--- src/rtl/sft_pkg.sv ---
package sft_pkg;
	// ---------------------------------------------------------------
	// register map
	// ---------------------------------------------------------------
	localparam logic [2:0] SFT_ADDR_DATA = 3'h0; // serial_data_reg
	localparam logic [2:0] SFT_ADDR_STA_A = 3'h1; // ctrl_status_a
	localparam logic [2:0] SFT_ADDR_CTL_B = 3'h2; // ctrl_status_b
	localparam logic [2:0] SFT_ADDR_CTL_C = 3'h3; // ctrl_status_c
	localparam logic [2:0] SFT_ADDR_BAUD_L = 3'h4; // baud_divisor_low
	localparam logic [2:0] SFT_ADDR_BAUD_H = 3'h5; // baud_divisor_high

	// ctrl_status_a fields
	localparam int SFT_A_TXC = 6; // tx_complete_flag
	localparam int SFT_A_UDRE = 5; // tx_buffer_empty_flag
	localparam int SFT_A_U2X = 1; // double_speed_sel
	// ctrl_status_b fields
	localparam int SFT_B_TX_ENABLE_BIT = 3; // tx_enable_bit
	localparam int SFT_B_SZ2 = 2; // char_size_sel bit 2
	localparam int SFT_B_TX_NINTH_BIT = 0; // tx_ninth_bit
	// ctrl_status_c fields
	localparam int SFT_C_SYNC = 6; // synchronous mode
	localparam int SFT_C_PMH = 5; // parity_mode_sel high
	localparam int SFT_C_PML = 4; // parity_mode_sel low
	localparam int SFT_C_STOP2 = 3; // two stop bits
	localparam int SFT_C_SZ1 = 2; // char_size_sel bit 1
	localparam int SFT_C_SZ0 = 1; // char_size_sel bit 0

	// reset values
	localparam logic [7:0] SFT_RST_B = 8'h00;
	localparam logic [7:0] SFT_RST_C = 8'h06; // 8 data bits
	localparam logic [11:0] SFT_RST_BAUD = 12'h000;

	// char size codes
	localparam logic [2:0] SFT_SZ_9 = 3'h7;
	localparam logic [3:0] SFT_BITS_BASE = 4'h5;
	localparam logic [3:0] SFT_BITS_NINE = 4'h9;
	localparam logic [3:0] SFT_BITS_EIGHT = 4'h8;

	// baud prescale per mode
	localparam logic [4:0] SFT_PRE_NORM = 5'h10;
	localparam logic [4:0] SFT_PRE_DBL = 5'h08;
	localparam logic [4:0] SFT_PRE_SYNC = 5'h02;

	// shared frame format, used by transmit and receive
	typedef struct packed {
		logic [2:0] charSize;
		logic [1:0] parityMode;
		logic twoStop;
		logic syncMode;
	} sft_format_type;

	typedef enum logic [2:0] {
		SFT_IDLE,
		SFT_START,
		SFT_DATA,
		SFT_PARITY,
		SFT_STOP1,
		SFT_STOP2
	} sft_state_type;
endpackage

--- src/rtl/sft_edge_sync.sv ---
`timescale 1ns/1ps
// two-flop synchroniser with rising and falling edge pulses
module sft_edge_sync (
	// clock and reset
	input wire logic ref_clk,
	input wire logic rst_n,
	// pin
	input wire logic pinIn,
	// outputs
	output logic rise,
	output logic fall
);
	logic meta; // first stage, read only by stage two
	logic stable; // second stage
	logic last; // previous stable value

	// ---------------------------------------------------------------
	// synchroniser chain
	// ---------------------------------------------------------------
	always_ff @(posedge ref_clk) begin
		if (!rst_n) begin
			meta <= 1'b0;
			stable <= 1'b0;
			last <= 1'b0;
		end else begin
			meta <= pinIn;
			stable <= meta;
			last <= stable;
		end
	end

	assign rise = stable & ~last;
	assign fall = ~stable & last;
endmodule

--- src/rtl/sft_transmitter.sv ---
// Decided for this implementation: the plain strobed port and the register offsets.
`timescale 1ns/1ps
// Operation
// - start, 5-9 data, parity option, 1-2 stops
// - start bit then data LSB first
// - parity after data, before stop
// - back to back frame or idle high
// - one format shared by tx and rx
// - host must not change format mid-transfer
// - size field picks bits, parity field mode
// - stop select picks one or two stops
// - receiver checks only first stop bit
// - parity is xor of data, odd inverts
// - tx enable takes over output pin
// - sync mode: transfer clock times bits
// - data write loads single transmit buffer
// - buffer to shifter when idle or after stop
// - frame sent at divisor or external rate
// - unused upper data bits ignored
// - empty flag tracks buffer, write clears
// - complete flag set at end, write one clears
// - parity on when parity field top bit set
// - disable waits for shifter and buffer empty
module sft_transmitter
	import sft_pkg::*;
(
	// clock and reset
	input wire logic ref_clk,
	input wire logic rst_n,
	// register port
	input wire logic [2:0] regAddr,
	input wire logic [7:0] regWrData,
	input wire logic regWrite,
	input wire logic regRead,
	output logic [7:0] regRdData,
	// transfer clock pin input (sync mode)
	input wire logic transferClockIn,
	// serial output pin
	output logic serialOut,
	output logic serialOutEn,
	// shared format toward the receive path
	output sft_format_type frameFormat,
	// receive path's first stop sample check
	input wire logic rxStopSample,
	input wire logic rxStopStrobe,
	output logic framingError
);
	// ---------------------------------------------------------------
	// registers
	// ---------------------------------------------------------------
	logic [7:0] ctlB; // enable, size bit 2, ninth bit
	logic [7:0] ctlC; // mode, parity, stop, size
	logic doubleSpeed; // double_speed_sel
	logic [11:0] baudDiv; // 12-bit divisor
	logic txEnableBit; // tx_enable_bit as written
	logic txActive; // pin ownership, lags disable
	logic bufFull; // single-entry buffer occupied
	logic [8:0] bufData; // buffered character
	logic txComplete; // tx_complete_flag
	sft_state_type state; // shifter state
	logic [8:0] shiftReg; // data being shifted
	logic [3:0] bitCount; // data bits left
	logic parityAcc; // running xor of sent data
	logic bitTick; // one bit time elapsed
	logic [11:0] baudCnt; // baud down-counter
	logic baudTick; // divider output pulse
	logic [4:0] preCnt; // prescale counter
	logic xckRise; // synchronised pin edge
	logic frameEnd; // last stop bit finishing
	logic loadShift; // buffer moves into shifter
	logic dataWrite; // data register write
	logic [3:0] dataBits; // configured data bits
	logic [4:0] preLimit; // prescale for mode

	assign dataWrite = regWrite && regAddr == SFT_ADDR_DATA;

	// size field decode, used by the shifter and the mask
	function automatic logic [3:0] size_bits(input logic [2:0] code);
		if (code == SFT_SZ_9) begin
			return SFT_BITS_NINE;
		end else if (code[2]) begin
			return SFT_BITS_EIGHT; // reserved codes act as eight
		end else begin
			return SFT_BITS_BASE + {2'b00, code[1:0]};
		end
	endfunction

	// one shared format for both directions
	always_comb begin
		frameFormat.charSize = {ctlB[SFT_B_SZ2], ctlC[SFT_C_SZ1],
			ctlC[SFT_C_SZ0]};
		frameFormat.parityMode = {ctlC[SFT_C_PMH], ctlC[SFT_C_PML]};
		frameFormat.twoStop = ctlC[SFT_C_STOP2];
		frameFormat.syncMode = ctlC[SFT_C_SYNC];
	end
	assign dataBits = size_bits(frameFormat.charSize);

	// ---------------------------------------------------------------
	// control register writes
	// ---------------------------------------------------------------
	always_ff @(posedge ref_clk) begin
		if (!rst_n) begin
			ctlB <= SFT_RST_B;
			ctlC <= SFT_RST_C;
			doubleSpeed <= 1'b0;
			baudDiv <= SFT_RST_BAUD;
		end else if (regWrite) begin
			// changes mid-frame corrupt traffic; host avoids them
			case (regAddr)
				SFT_ADDR_CTL_B: ctlB <= regWrData;
				SFT_ADDR_CTL_C: ctlC <= regWrData;
				SFT_ADDR_STA_A: doubleSpeed <= regWrData[SFT_A_U2X];
				SFT_ADDR_BAUD_L: baudDiv[7:0] <= regWrData;
				SFT_ADDR_BAUD_H: baudDiv[11:8] <= regWrData[3:0];
				default: ;
			endcase
		end
	end
	assign txEnableBit = ctlB[SFT_B_TX_ENABLE_BIT];

	// ---------------------------------------------------------------
	// baud generator and bit timing
	// ---------------------------------------------------------------
	sft_edge_sync u_xck (
		.ref_clk(ref_clk),
		.rst_n(rst_n),
		.pinIn(transferClockIn),
		.rise(xckRise),
		.fall()
	);

	// down-counter reloads at zero or on a low byte write
	always_ff @(posedge ref_clk) begin
		if (!rst_n) begin
			baudCnt <= SFT_RST_BAUD;
		end else if (baudCnt == '0 ||
			(regWrite && regAddr == SFT_ADDR_BAUD_L)) begin
			baudCnt <= baudDiv;
		end else begin
			baudCnt <= baudCnt - 12'h001;
		end
	end
	assign baudTick = baudCnt == '0;

	// transmit divides the baud clock by 8 or 16; sync mode picks 2 but bits follow xckRise
	assign preLimit = frameFormat.syncMode ? SFT_PRE_SYNC :
		(doubleSpeed ? SFT_PRE_DBL : SFT_PRE_NORM);

	// prescaler restarts with each frame so the start bit is full
	always_ff @(posedge ref_clk) begin
		if (!rst_n || loadShift) begin
			preCnt <= '0;
		end else if (baudTick) begin
			preCnt <= (preCnt + 5'h01 >= preLimit) ? '0 : preCnt + 5'h01;
		end
	end

	// sync mode: bits advance on the transfer clock edge
	assign bitTick = frameFormat.syncMode ? xckRise :
		(baudTick && preCnt + 5'h01 >= preLimit);

	// ---------------------------------------------------------------
	// transmit buffer and flags
	// ---------------------------------------------------------------
	assign frameEnd = bitTick && ((state == SFT_STOP1 &&
		!frameFormat.twoStop) || state == SFT_STOP2);
	// load when idle, or right as the last stop ends
	// sync mode waits for a link edge, else the start bit is cut short
	assign loadShift = bufFull && txEnableBit && (frameEnd ||
		(state == SFT_IDLE && (!frameFormat.syncMode || bitTick)));

	always_ff @(posedge ref_clk) begin
		if (!rst_n) begin
			bufFull <= 1'b0;
			bufData <= '0;
		end else if (dataWrite) begin
			bufFull <= 1'b1;
			// ninth bit taken from the control bit at write time
			bufData <= {ctlB[SFT_B_TX_NINTH_BIT], regWrData};
		end else if (loadShift) begin
			bufFull <= 1'b0;
		end
	end

	// set wins over a one-write clear
	always_ff @(posedge ref_clk) begin
		if (!rst_n) begin
			txComplete <= 1'b0;
		end else if (frameEnd && !bufFull) begin
			txComplete <= 1'b1;
		end else if (regWrite && regAddr == SFT_ADDR_STA_A &&
			regWrData[SFT_A_TXC]) begin
			txComplete <= 1'b0;
		end
	end

	// ---------------------------------------------------------------
	// shifter state machine
	// ---------------------------------------------------------------
	always_ff @(posedge ref_clk) begin
		if (!rst_n) begin
			state <= SFT_IDLE;
			shiftReg <= '0;
			bitCount <= '0;
			parityAcc <= 1'b0;
		end else if (loadShift) begin
			state <= SFT_START;
			// mask bits above the configured size
			shiftReg <= bufData & ~(9'h1FF << dataBits);
			bitCount <= dataBits;
			parityAcc <= 1'b0;
		end else if (bitTick) begin
			case (state)
				SFT_START: state <= SFT_DATA;
				SFT_DATA: begin
					// lsb first
					parityAcc <= parityAcc ^ shiftReg[0];
					shiftReg <= {1'b0, shiftReg[8:1]};
					bitCount <= bitCount - 4'h1;
					if (bitCount == 4'h1) begin
						// parity only if top mode bit set
						state <= frameFormat.parityMode[1] ?
							SFT_PARITY : SFT_STOP1;
					end
				end
				SFT_PARITY: state <= SFT_STOP1;
				SFT_STOP1: state <= frameFormat.twoStop ?
					SFT_STOP2 : SFT_IDLE;
				SFT_STOP2: state <= SFT_IDLE;
				default: state <= SFT_IDLE;
			endcase
		end
	end

	// ---------------------------------------------------------------
	// pin ownership and output
	// ---------------------------------------------------------------
	// release only once shifter and buffer are empty
	always_ff @(posedge ref_clk) begin
		if (!rst_n) begin
			txActive <= 1'b0;
		end else if (txEnableBit) begin
			txActive <= 1'b1;
		end else if (state == SFT_IDLE && !bufFull) begin
			txActive <= 1'b0;
		end
	end

	always_ff @(posedge ref_clk) begin
		if (!rst_n) begin
			serialOut <= 1'b1;
		end else begin
			case (state)
				SFT_START: serialOut <= 1'b0;
				SFT_DATA: serialOut <= shiftReg[0];
				// odd parity inverts the xor
				SFT_PARITY: serialOut <= parityAcc ^ frameFormat.parityMode[0];
				default: serialOut <= 1'b1; // stops and idle
			endcase
		end
	end
	assign serialOutEn = txActive;

	// ---------------------------------------------------------------
	// receive side stop check and read port
	// ---------------------------------------------------------------
	// only the first stop bit is checked
	always_ff @(posedge ref_clk) begin
		if (!rst_n) begin
			framingError <= 1'b0;
		end else if (rxStopStrobe) begin
			framingError <= ~rxStopSample;
		end
	end

	always_ff @(posedge ref_clk) begin
		if (!rst_n) begin
			regRdData <= '0;
		end else if (regRead) begin
			case (regAddr)
				SFT_ADDR_STA_A: begin
					regRdData <= '0;
					regRdData[SFT_A_TXC] <= txComplete;
					regRdData[SFT_A_UDRE] <= ~bufFull;
					regRdData[SFT_A_U2X] <= doubleSpeed;
				end
				SFT_ADDR_CTL_B: regRdData <= ctlB;
				SFT_ADDR_CTL_C: regRdData <= ctlC;
				SFT_ADDR_BAUD_L: regRdData <= baudDiv[7:0];
				SFT_ADDR_BAUD_H: regRdData <= {4'h0, baudDiv[11:8]};
				default: regRdData <= '0;
			endcase
		end else begin
			regRdData <= '0;
		end
	end

	// ---------------------------------------------------------------
	// checks
	// ---------------------------------------------------------------
	property p_start_low;
		@(posedge ref_clk) disable iff (!rst_n)
		$rose(state == SFT_START) |=> !serialOut;
	endproperty
	a_start_low: assert property (p_start_low)
		else $error("start bit not low");
	property p_write_fills;
		@(posedge ref_clk) disable iff (!rst_n)
		dataWrite |=> bufFull || state == SFT_START;
	endproperty
	a_write_fills: assert property (p_write_fills)
		else $error("data write did not fill buffer");
	property p_idle_high;
		@(posedge ref_clk) disable iff (!rst_n)
		txActive && state == SFT_IDLE && $past(state) == SFT_IDLE
			|-> serialOut;
	endproperty
	a_idle_high: assert property (p_idle_high)
		else $error("idle line not high");
	property p_load_idle;
		@(posedge ref_clk) disable iff (!rst_n)
		bufFull && txEnableBit && state == SFT_IDLE &&
			(!frameFormat.syncMode || bitTick) |=> state == SFT_START;
	endproperty
	a_load_idle: assert property (p_load_idle)
		else $error("buffer not moved to shifter");
	property p_no_parity;
		@(posedge ref_clk) disable iff (!rst_n)
		!frameFormat.parityMode[1] |-> state != SFT_PARITY;
	endproperty
	a_no_parity: assert property (p_no_parity)
		else $error("parity bit sent while disabled");
	property p_txc_set;
		@(posedge ref_clk) disable iff (!rst_n)
		frameEnd && !bufFull |=> txComplete;
	endproperty
	a_txc_set: assert property (p_txc_set)
		else $error("complete flag not set");
	property p_hold_pin;
		@(posedge ref_clk) disable iff (!rst_n)
		(state != SFT_IDLE || bufFull) && $past(txActive) |-> txActive;
	endproperty
	a_hold_pin: assert property (p_hold_pin)
		else $error("pin released with work pending");
	property p_one_stop;
		@(posedge ref_clk) disable iff (!rst_n)
		!frameFormat.twoStop && state == SFT_STOP1 && bitTick
			|=> state != SFT_STOP2;
	endproperty
	a_one_stop: assert property (p_one_stop)
		else $error("second stop with one selected");
	property p_fe;
		@(posedge ref_clk) disable iff (!rst_n)
		rxStopStrobe |=> framingError == !$past(rxStopSample);
	endproperty
	a_fe: assert property (p_fe)
		else $error("framing error mismatch");
endmodule

--- config.mk ---
export PLATFORM = sky130hd
export DESIGN_NAME = sft_transmitter
export DESIGN_NICKNAME = d
export VERILOG_FILES = /design/src/rtl/sft_pkg.sv /design/src/rtl/sft_edge_sync.sv /design/src/rtl/sft_transmitter.sv
export SDC_FILE = /design/constraint.sdc
export NUM_CORES = 1
export LEC_CHECK = 0
export BUFFER_PORTS_ARGS = -buffer_cell sky130_fd_sc_hd__buf_2
export CORE_MARGIN = 3
export CORE_UTILIZATION = 37
export CTS_BUF_LIST = sky130_fd_sc_hd__clkbuf_8 sky130_fd_sc_hd__clkbuf_16
export DETAILED_ROUTE_END_ITERATION = 10
export GPL_TIMING_DRIVEN = 0
export MAX_ROUTING_LAYER = met4
export PLACE_DENSITY_LB_ADDON = 0.25
export RECOVER_POWER = 100
export SLEW_MARGIN = 15
export SYNTH_ARGS = -nofsm -noshare
export SYNTH_HDL_FRONTEND = slang
export SYNTH_SLANG_ARGS = --single-unit
--- constraint.sdc ---
create_clock -name ref_clk -period 2.7 [get_ports ref_clk]
set_input_delay 0.54 -clock ref_clk [delete_from_list [all_inputs] [get_ports ref_clk]]
set_output_delay 0.54 -clock ref_clk [all_outputs]
set_load 0.05 [all_outputs]
Word-level counts from Yosys, hierarchy flattened
Cells that the tools add are included.
{"block": "op_classes", "addsub": 4, "magnitude_cmp": 1, "eq_ne": 14, "shifts": 1, "n_mux": 27, "bitwise": 9, "n_reduce_logical": 40}
{"op": "$pmux 8 s5", "n": 1}
{"op": "$mux 9", "n": 3}
{"op": "$mux 4", "n": 5}
{"op": "$reduce_and 2->1", "n": 10}
{"op": "$eq 3x3->1 const B", "n": 5}
{"op": "$mux 5", "n": 3}
{"op": "$eq 3x2->1 const B", "n": 4}
{"op": "$logic_and 1x1->1", "n": 12}
{"op": "$logic_not 12->1", "n": 1}
{"op": "$mux 12", "n": 1}
{"op": "$pmux 3 s4", "n": 1}
{"op": "$sub 12x1->12 const B", "n": 1}
{"op": "$reduce_bool 2->1", "n": 5}
{"op": "$and 9x9->9", "n": 1}
{"op": "$mux 1", "n": 9}
{"op": "$mux 3", "n": 3}
{"op": "$not 9->9", "n": 1}
{"op": "$shl 9x4->9 const A", "n": 1}
{"op": "$eq 3x1->1 const B", "n": 2}
{"op": "$logic_not 3->1", "n": 2}
{"op": "$add 5x1->5 const B", "n": 1}
{"op": "$ge 5x5->1", "n": 1}
{"op": "$logic_or 1x1->1", "n": 5}
{"op": "$add 3x2->4 const A", "n": 1}
{"op": "other kinds (10)", "n": 17}
{"block": "word_totals", "ff_bits": 88, "input_bits": 18, "out_inout_bits": 18, "wordCells": 118}

Longest topological paths before layout
{"block": "depth", "word_depth": 11, "depth_mapped": 11, "mapped_depth_nobuf": 10}

By module
A second synthesis with hierarchy kept.
{"block": "hier_totals", "hier_cells": 489, "hier_area_um2": 4092.7}
{"mod": "sft_transmitter", "instances": 1, "cells_each": 481, "area_per_inst_um2": 4001.3, "seq_area_each_um2": 1701.6}
{"mod": "sft_edge_sync", "instances": 1, "cells_each": 8, "area_per_inst_um2": 91.3, "seq_area_each_um2": 60.1}

Worst setup path after synthesis
Ideal clock, no wire load.
{"block": "synth_timing", "path_kind": "register to register", "start": "register preCnt[0]", "end": "register bitCount[2]", "setup_ps": 120, "arrival_time_ps": 2248, "setup_slack_ps": 333, "stages_incl_launch_ff": 11, "period_less_slack_ps": 2367, "path_cell_list": "dfxtp_1 > ha_1 > nand3_1 > xnor2_1 > ha_1 > nand4_1 > nor2_1 > o31ai_2 > a21oi_4 > a21boi_1 > o31a_1"}
{"block": "synth_via", "elab_chain_len": 10, "word_cells_on_any_way": 13}
{"element": "from (decl)", "line": "sft_transmitter.sv:67", "rtl": "logic [4:0] preCnt;"}
{"element": "from (signal assigned)", "line": "sft_transmitter.sv:154", "rtl": "preCnt <= (preCnt + 5'h01 >= preLimit) ? '0 : preCnt + 5'h01;"}
{"element": "$add 5x1->5 (*)", "line": "sft_transmitter.sv:160", "rtl": "(baudTick && preCnt + 5'h01 >= preLimit);"}
{"element": "$ge 5x5->1 (*)", "line": "sft_transmitter.sv:160"}
{"element": "$logic_and 1x1->1 (*)", "line": "sft_transmitter.sv:160"}
{"element": "$mux 1 (*)", "line": "sft_transmitter.sv:159", "rtl": "assign bitTick = frameFormat.syncMode ? xckRise :"}
{"element": "$logic_or 1x1->1", "line": "sft_transmitter.sv:170", "rtl": "(state == SFT_IDLE && (!frameFormat.syncMode || bitTick)));"}
{"element": "$logic_and 1x1->1", "line": "sft_transmitter.sv:170"}
{"element": "$logic_or 1x1->1", "line": "sft_transmitter.sv:169", "rtl": "assign loadShift = bufFull && txEnableBit && (frameEnd ||"}
{"element": "$logic_and 1x1->1", "line": "sft_transmitter.sv:169"}
{"element": "$reduce_bool 2->1 (no source line)"}
{"element": "$reduce_and 2->1 (no source line)"}
{"element": "to (signal assigned)", "line": "sft_transmitter.sv:210", "rtl": "bitCount <= dataBits;"}
{"element": "to (signal assigned)", "line": "sft_transmitter.sv:219", "rtl": "bitCount <= bitCount - 4'h1;"}
{"element": "to (decl)", "line": "sft_transmitter.sv:62", "rtl": "logic [3:0] bitCount;"}
Mark *: on every way between the ends. The rest lies on a longest branch, timed or not.
A chain may end at the register's enable or synchronous reset.

Worst setup path in the final report
{"block": "layout_timing", "start": "register preCnt[0]", "end": "register shiftReg[6]"}
{"block": "layout_via", "elab_chain_len": 10, "word_cells_on_any_way": 13}
{"element": "$add 5x1->5 (*)", "line": "sft_transmitter.sv:160"}
{"element": "$ge 5x5->1 (*)", "line": "sft_transmitter.sv:160"}
{"element": "$logic_and 1x1->1 (*)", "line": "sft_transmitter.sv:160"}
{"element": "$mux 1 (*)", "line": "sft_transmitter.sv:159"}
{"element": "$logic_or 1x1->1", "line": "sft_transmitter.sv:170"}
{"element": "$logic_and 1x1->1", "line": "sft_transmitter.sv:170"}
{"element": "$logic_or 1x1->1", "line": "sft_transmitter.sv:169"}
{"element": "$logic_and 1x1->1", "line": "sft_transmitter.sv:169"}
{"element": "$reduce_bool 2->1 (no source line)"}
{"element": "$reduce_and 2->1 (no source line)"}
{"element": "to (signal assigned)", "line": "sft_transmitter.sv:209", "rtl": "shiftReg <= bufData & ~(9'h1FF << dataBits);"}
{"element": "to (signal assigned)", "line": "sft_transmitter.sv:218", "rtl": "shiftReg <= {1'b0, shiftReg[8:1]};"}
{"element": "to (decl)", "line": "sft_transmitter.sv:61", "rtl": "logic [8:0] shiftReg;"}
Marks and branches as above.

==> metrics <==
status complete, no violations; post-synth net total 516; CTS tree yes; register area share after synthesis 42.72%; Max Freq 393.7 MHz; Critical Path Sink Type flop; Leak 1.684 nW; starting density of the core 38.90%; Area Overhead vs Synth 13.32%; crit start category flop; worst slew pin tran 749.6 ps; post-synth top area cell dfxtp_1; Total Wirelength 11070 um; Yosys top cell area share 42.72%; mean post-synth cell area 8.433 sq um; Max-cap violations 0; Clock Root Buffer clkbuf_8; vias in the first global route 3403; Tot Pwr 3.201 mW; via count 3635; FFs w/ async S/R, synth 0%; Yosys warnings 0; PwrDens 685.0 nW/um^2; Post-synth top flop dfxtp_1; DR iter-0 viols 348; Hold WC Path Type input port to flop; Die Width 111.6 um; fin nets 563; clock period minus worst slack 2540 ps; final hold viol count 0; largest net degree at the start of global routing 16; slowest stage delay, CP 370 ps; total gr overflow 0; Register Area 1763 sq um; PortBufs 34; DIE AREA 12450 sq um; Cells after Synth 489; Total Routing Usage GR 18.24%; Setup Crit Path Kind flop to flop; clock latency on the worst-skew pair 370 ps; vias per inst 5.369; CTS HTree Levels 3; delay-heaviest family, CP compound AO/OA/AOI/OAI gates; Reg clk slew, reported paths 90 ps; synth unique cells 58; routed length per instance 16.35 um; Clock Skew 15.92 ps; number of fillers in the final layout 1081; RSZ-0062 raised after global routing false; Peak VDD IR 322.6 uV; initial antenna violation count 0; total CTS buffers 9; Pre-Repair DR Iteration Count 5; layout cell share with drive strength beyond 1 13.12%; Worst Path Max Fanout 10; Detail Route Antenna Nets 0; number of synthesized flops with an enable pin 0; num ports 36; first-pass GRT wire length 17720 um; period utilization 94.08%; HPWL after DPL 8001 um; DRC violations left 0; global placement routability congestion 0.8823; CP required 2990 ps; row count 37; setup violators final 0; cells along the critical path ha_2, nand3_1, xnor2_2, ha_1, nand4_1, nor2_2, o31a_1, o21ai_4, buf_6, a21oi_2, a221oi_2; Worst path slowest cell dfxtp_2; CP bufs+invs 1; final instance area 4673 sq um; Slew headroom 49.57%; hold_buf cts 0; CORE AREA 10600 sq um; Die Ht 111.6 um; CTS sink cnt 88; Max Root-Sink Buffers 2; antenna cells 0; footprint of the multi-input gates 2182 sq um; top cells by area in the synthesized netlist dfxtp_1 43%, nand2_1 7.0%, a21oi_1 6.8%; worst path arrival time 2830 ps; Synth Cell Area 4124 sq um; Final Max Slew Viols 0; placed inst area 4464 sq um; r2r setup slk 160 ps; FF+latch count, synth 88
## routing by layer
metal | wire length [um] | track usage [%] | vias to the layer above
met2 | 4883 | 26.78 | 104
met4 | 119 | 3.893 | 0
met1 | 5490 | 25.60 | 1725
met5 | 0 | - | -
met3 | 573 | 4.402 | 10
li1 | - | - | 1796
## repair_timing
item / in CTS / in global routing
pin swaps: 1 / 1
resized for setup: 1 / 4
setup endpoints to repair: 15 / 23
setup buffers: 1 / 1
## state kept, by name, indices dropped and copies added (netlist names), 3 cells and up
name       count
baudCnt       12
baudDiv       12
bufData        9
shiftReg       9
ctlB           8
ctlC           8
regRdData      8
preCnt         5
bitCount       4
state          3
## final timing paths
path                                        startpoint                   endpoint  cells past startpoint
worst max-delay path            preCnt[0]$_SDFFE_PP0N_   shiftReg[6]$_SDFFE_PN0P_                     11
worst min-delay path                      rxStopSample  framingError$_SDFFE_PN0P_                      2
worst max register to register  preCnt[0]$_SDFFE_PP0N_   shiftReg[6]$_SDFFE_PN0P_                     11
worst min register to register   u_xck.meta$_SDFF_PN0_    u_xck.stable$_SDFF_PN0_                      1
## cell usage after synthesis (all sizes together), types with 4 or more instances
library cell and number:
xor2 5, nand2 77, o21ai 13, a22oi 11, xnor2 10, and2 5
nand2b 5, a21oi 58, ha 9, a211oi 16, dfxtp 88, or2 4
buf 14, nor2b 7, nand3 15, inv 9, nor4 5, a221oi 4
mux2i 13, clkbuf 17, mux2 7, nor2 58, a31oi 5, nor3 4
## power by group
| group | switching, mW | total [mW] | internal (mW) |
|---|---|---|---|
| sequential | 0.122 | 1.53 | 1.41 |
| clock | 0.488 | 0.917 | 0.429 |
| combinational | 0.434 | 0.756 | 0.322 |
| total | 1.04 | 3.20 | 2.16 |
## final cells by class
type	count	area share, %
multi-input combinational	361	46.69
sequential	88	37.72
timing repair buffer	36	3.695
tap	136	3.641
buffer	31	3.347
clock buffer	9	2.651
clock inverter	7	1.526
inverter	9	0.7229
## placed cells by master (no fill, tap or decap), drive strengths merged, types with 7 or more instances in the layout
cell	Yosys	final
ha	9	9
nand2	77	77
nor2	58	58
nand3	15	15
o21ai	13	13
a211oi	16	16
dfxtp	88	88
mux2i	13	13
xnor2	10	10
clkbuf	17	51
mux2	7	7
a21oi	58	58
a22oi	11	11
inv	9	11
nor2b	7	7
buf	14	25
## per-stage QoR
stage | worst slack [ps] | hold WS (ps) | instances | setup TNS, ps | utilization (%)
5_1_grt | 5.949 | 340.9 | 677 | 0 | 44.08
2_1_floorplan | 332.7 | 411.9 | 489 | 0 | -
4_1_cts | 27.34 | 347.4 | 676 | 0 | 44.05
6_report | 159.8 | 357.4 | 677 | 0 | 44.08
3_3_place_gp | 36.51 | 424.0 | 659 | 0 | 42.11
3_5_place_dp | -8.823 | 419.3 | 659 | -18.70 | 42.11
## kinds of logic after synthesis
| kind of cell | after synthesis | synth area share (%) |
|---|---|---|
| DFF | 88 | 42.72 |
| xor gates and xnor gates | 15 | 3.186 |
| adders and majority gates | 9 | 2.731 |
| AOI/OAI and AO/OA | 120 | 19.02 |
| and+or+nand+nor | 197 | 22.57 |
| muxes | 20 | 5.067 |
| buffers and inverters | 40 | 4.703 |
Note: power is estimated with default switching activity, not from simulation.
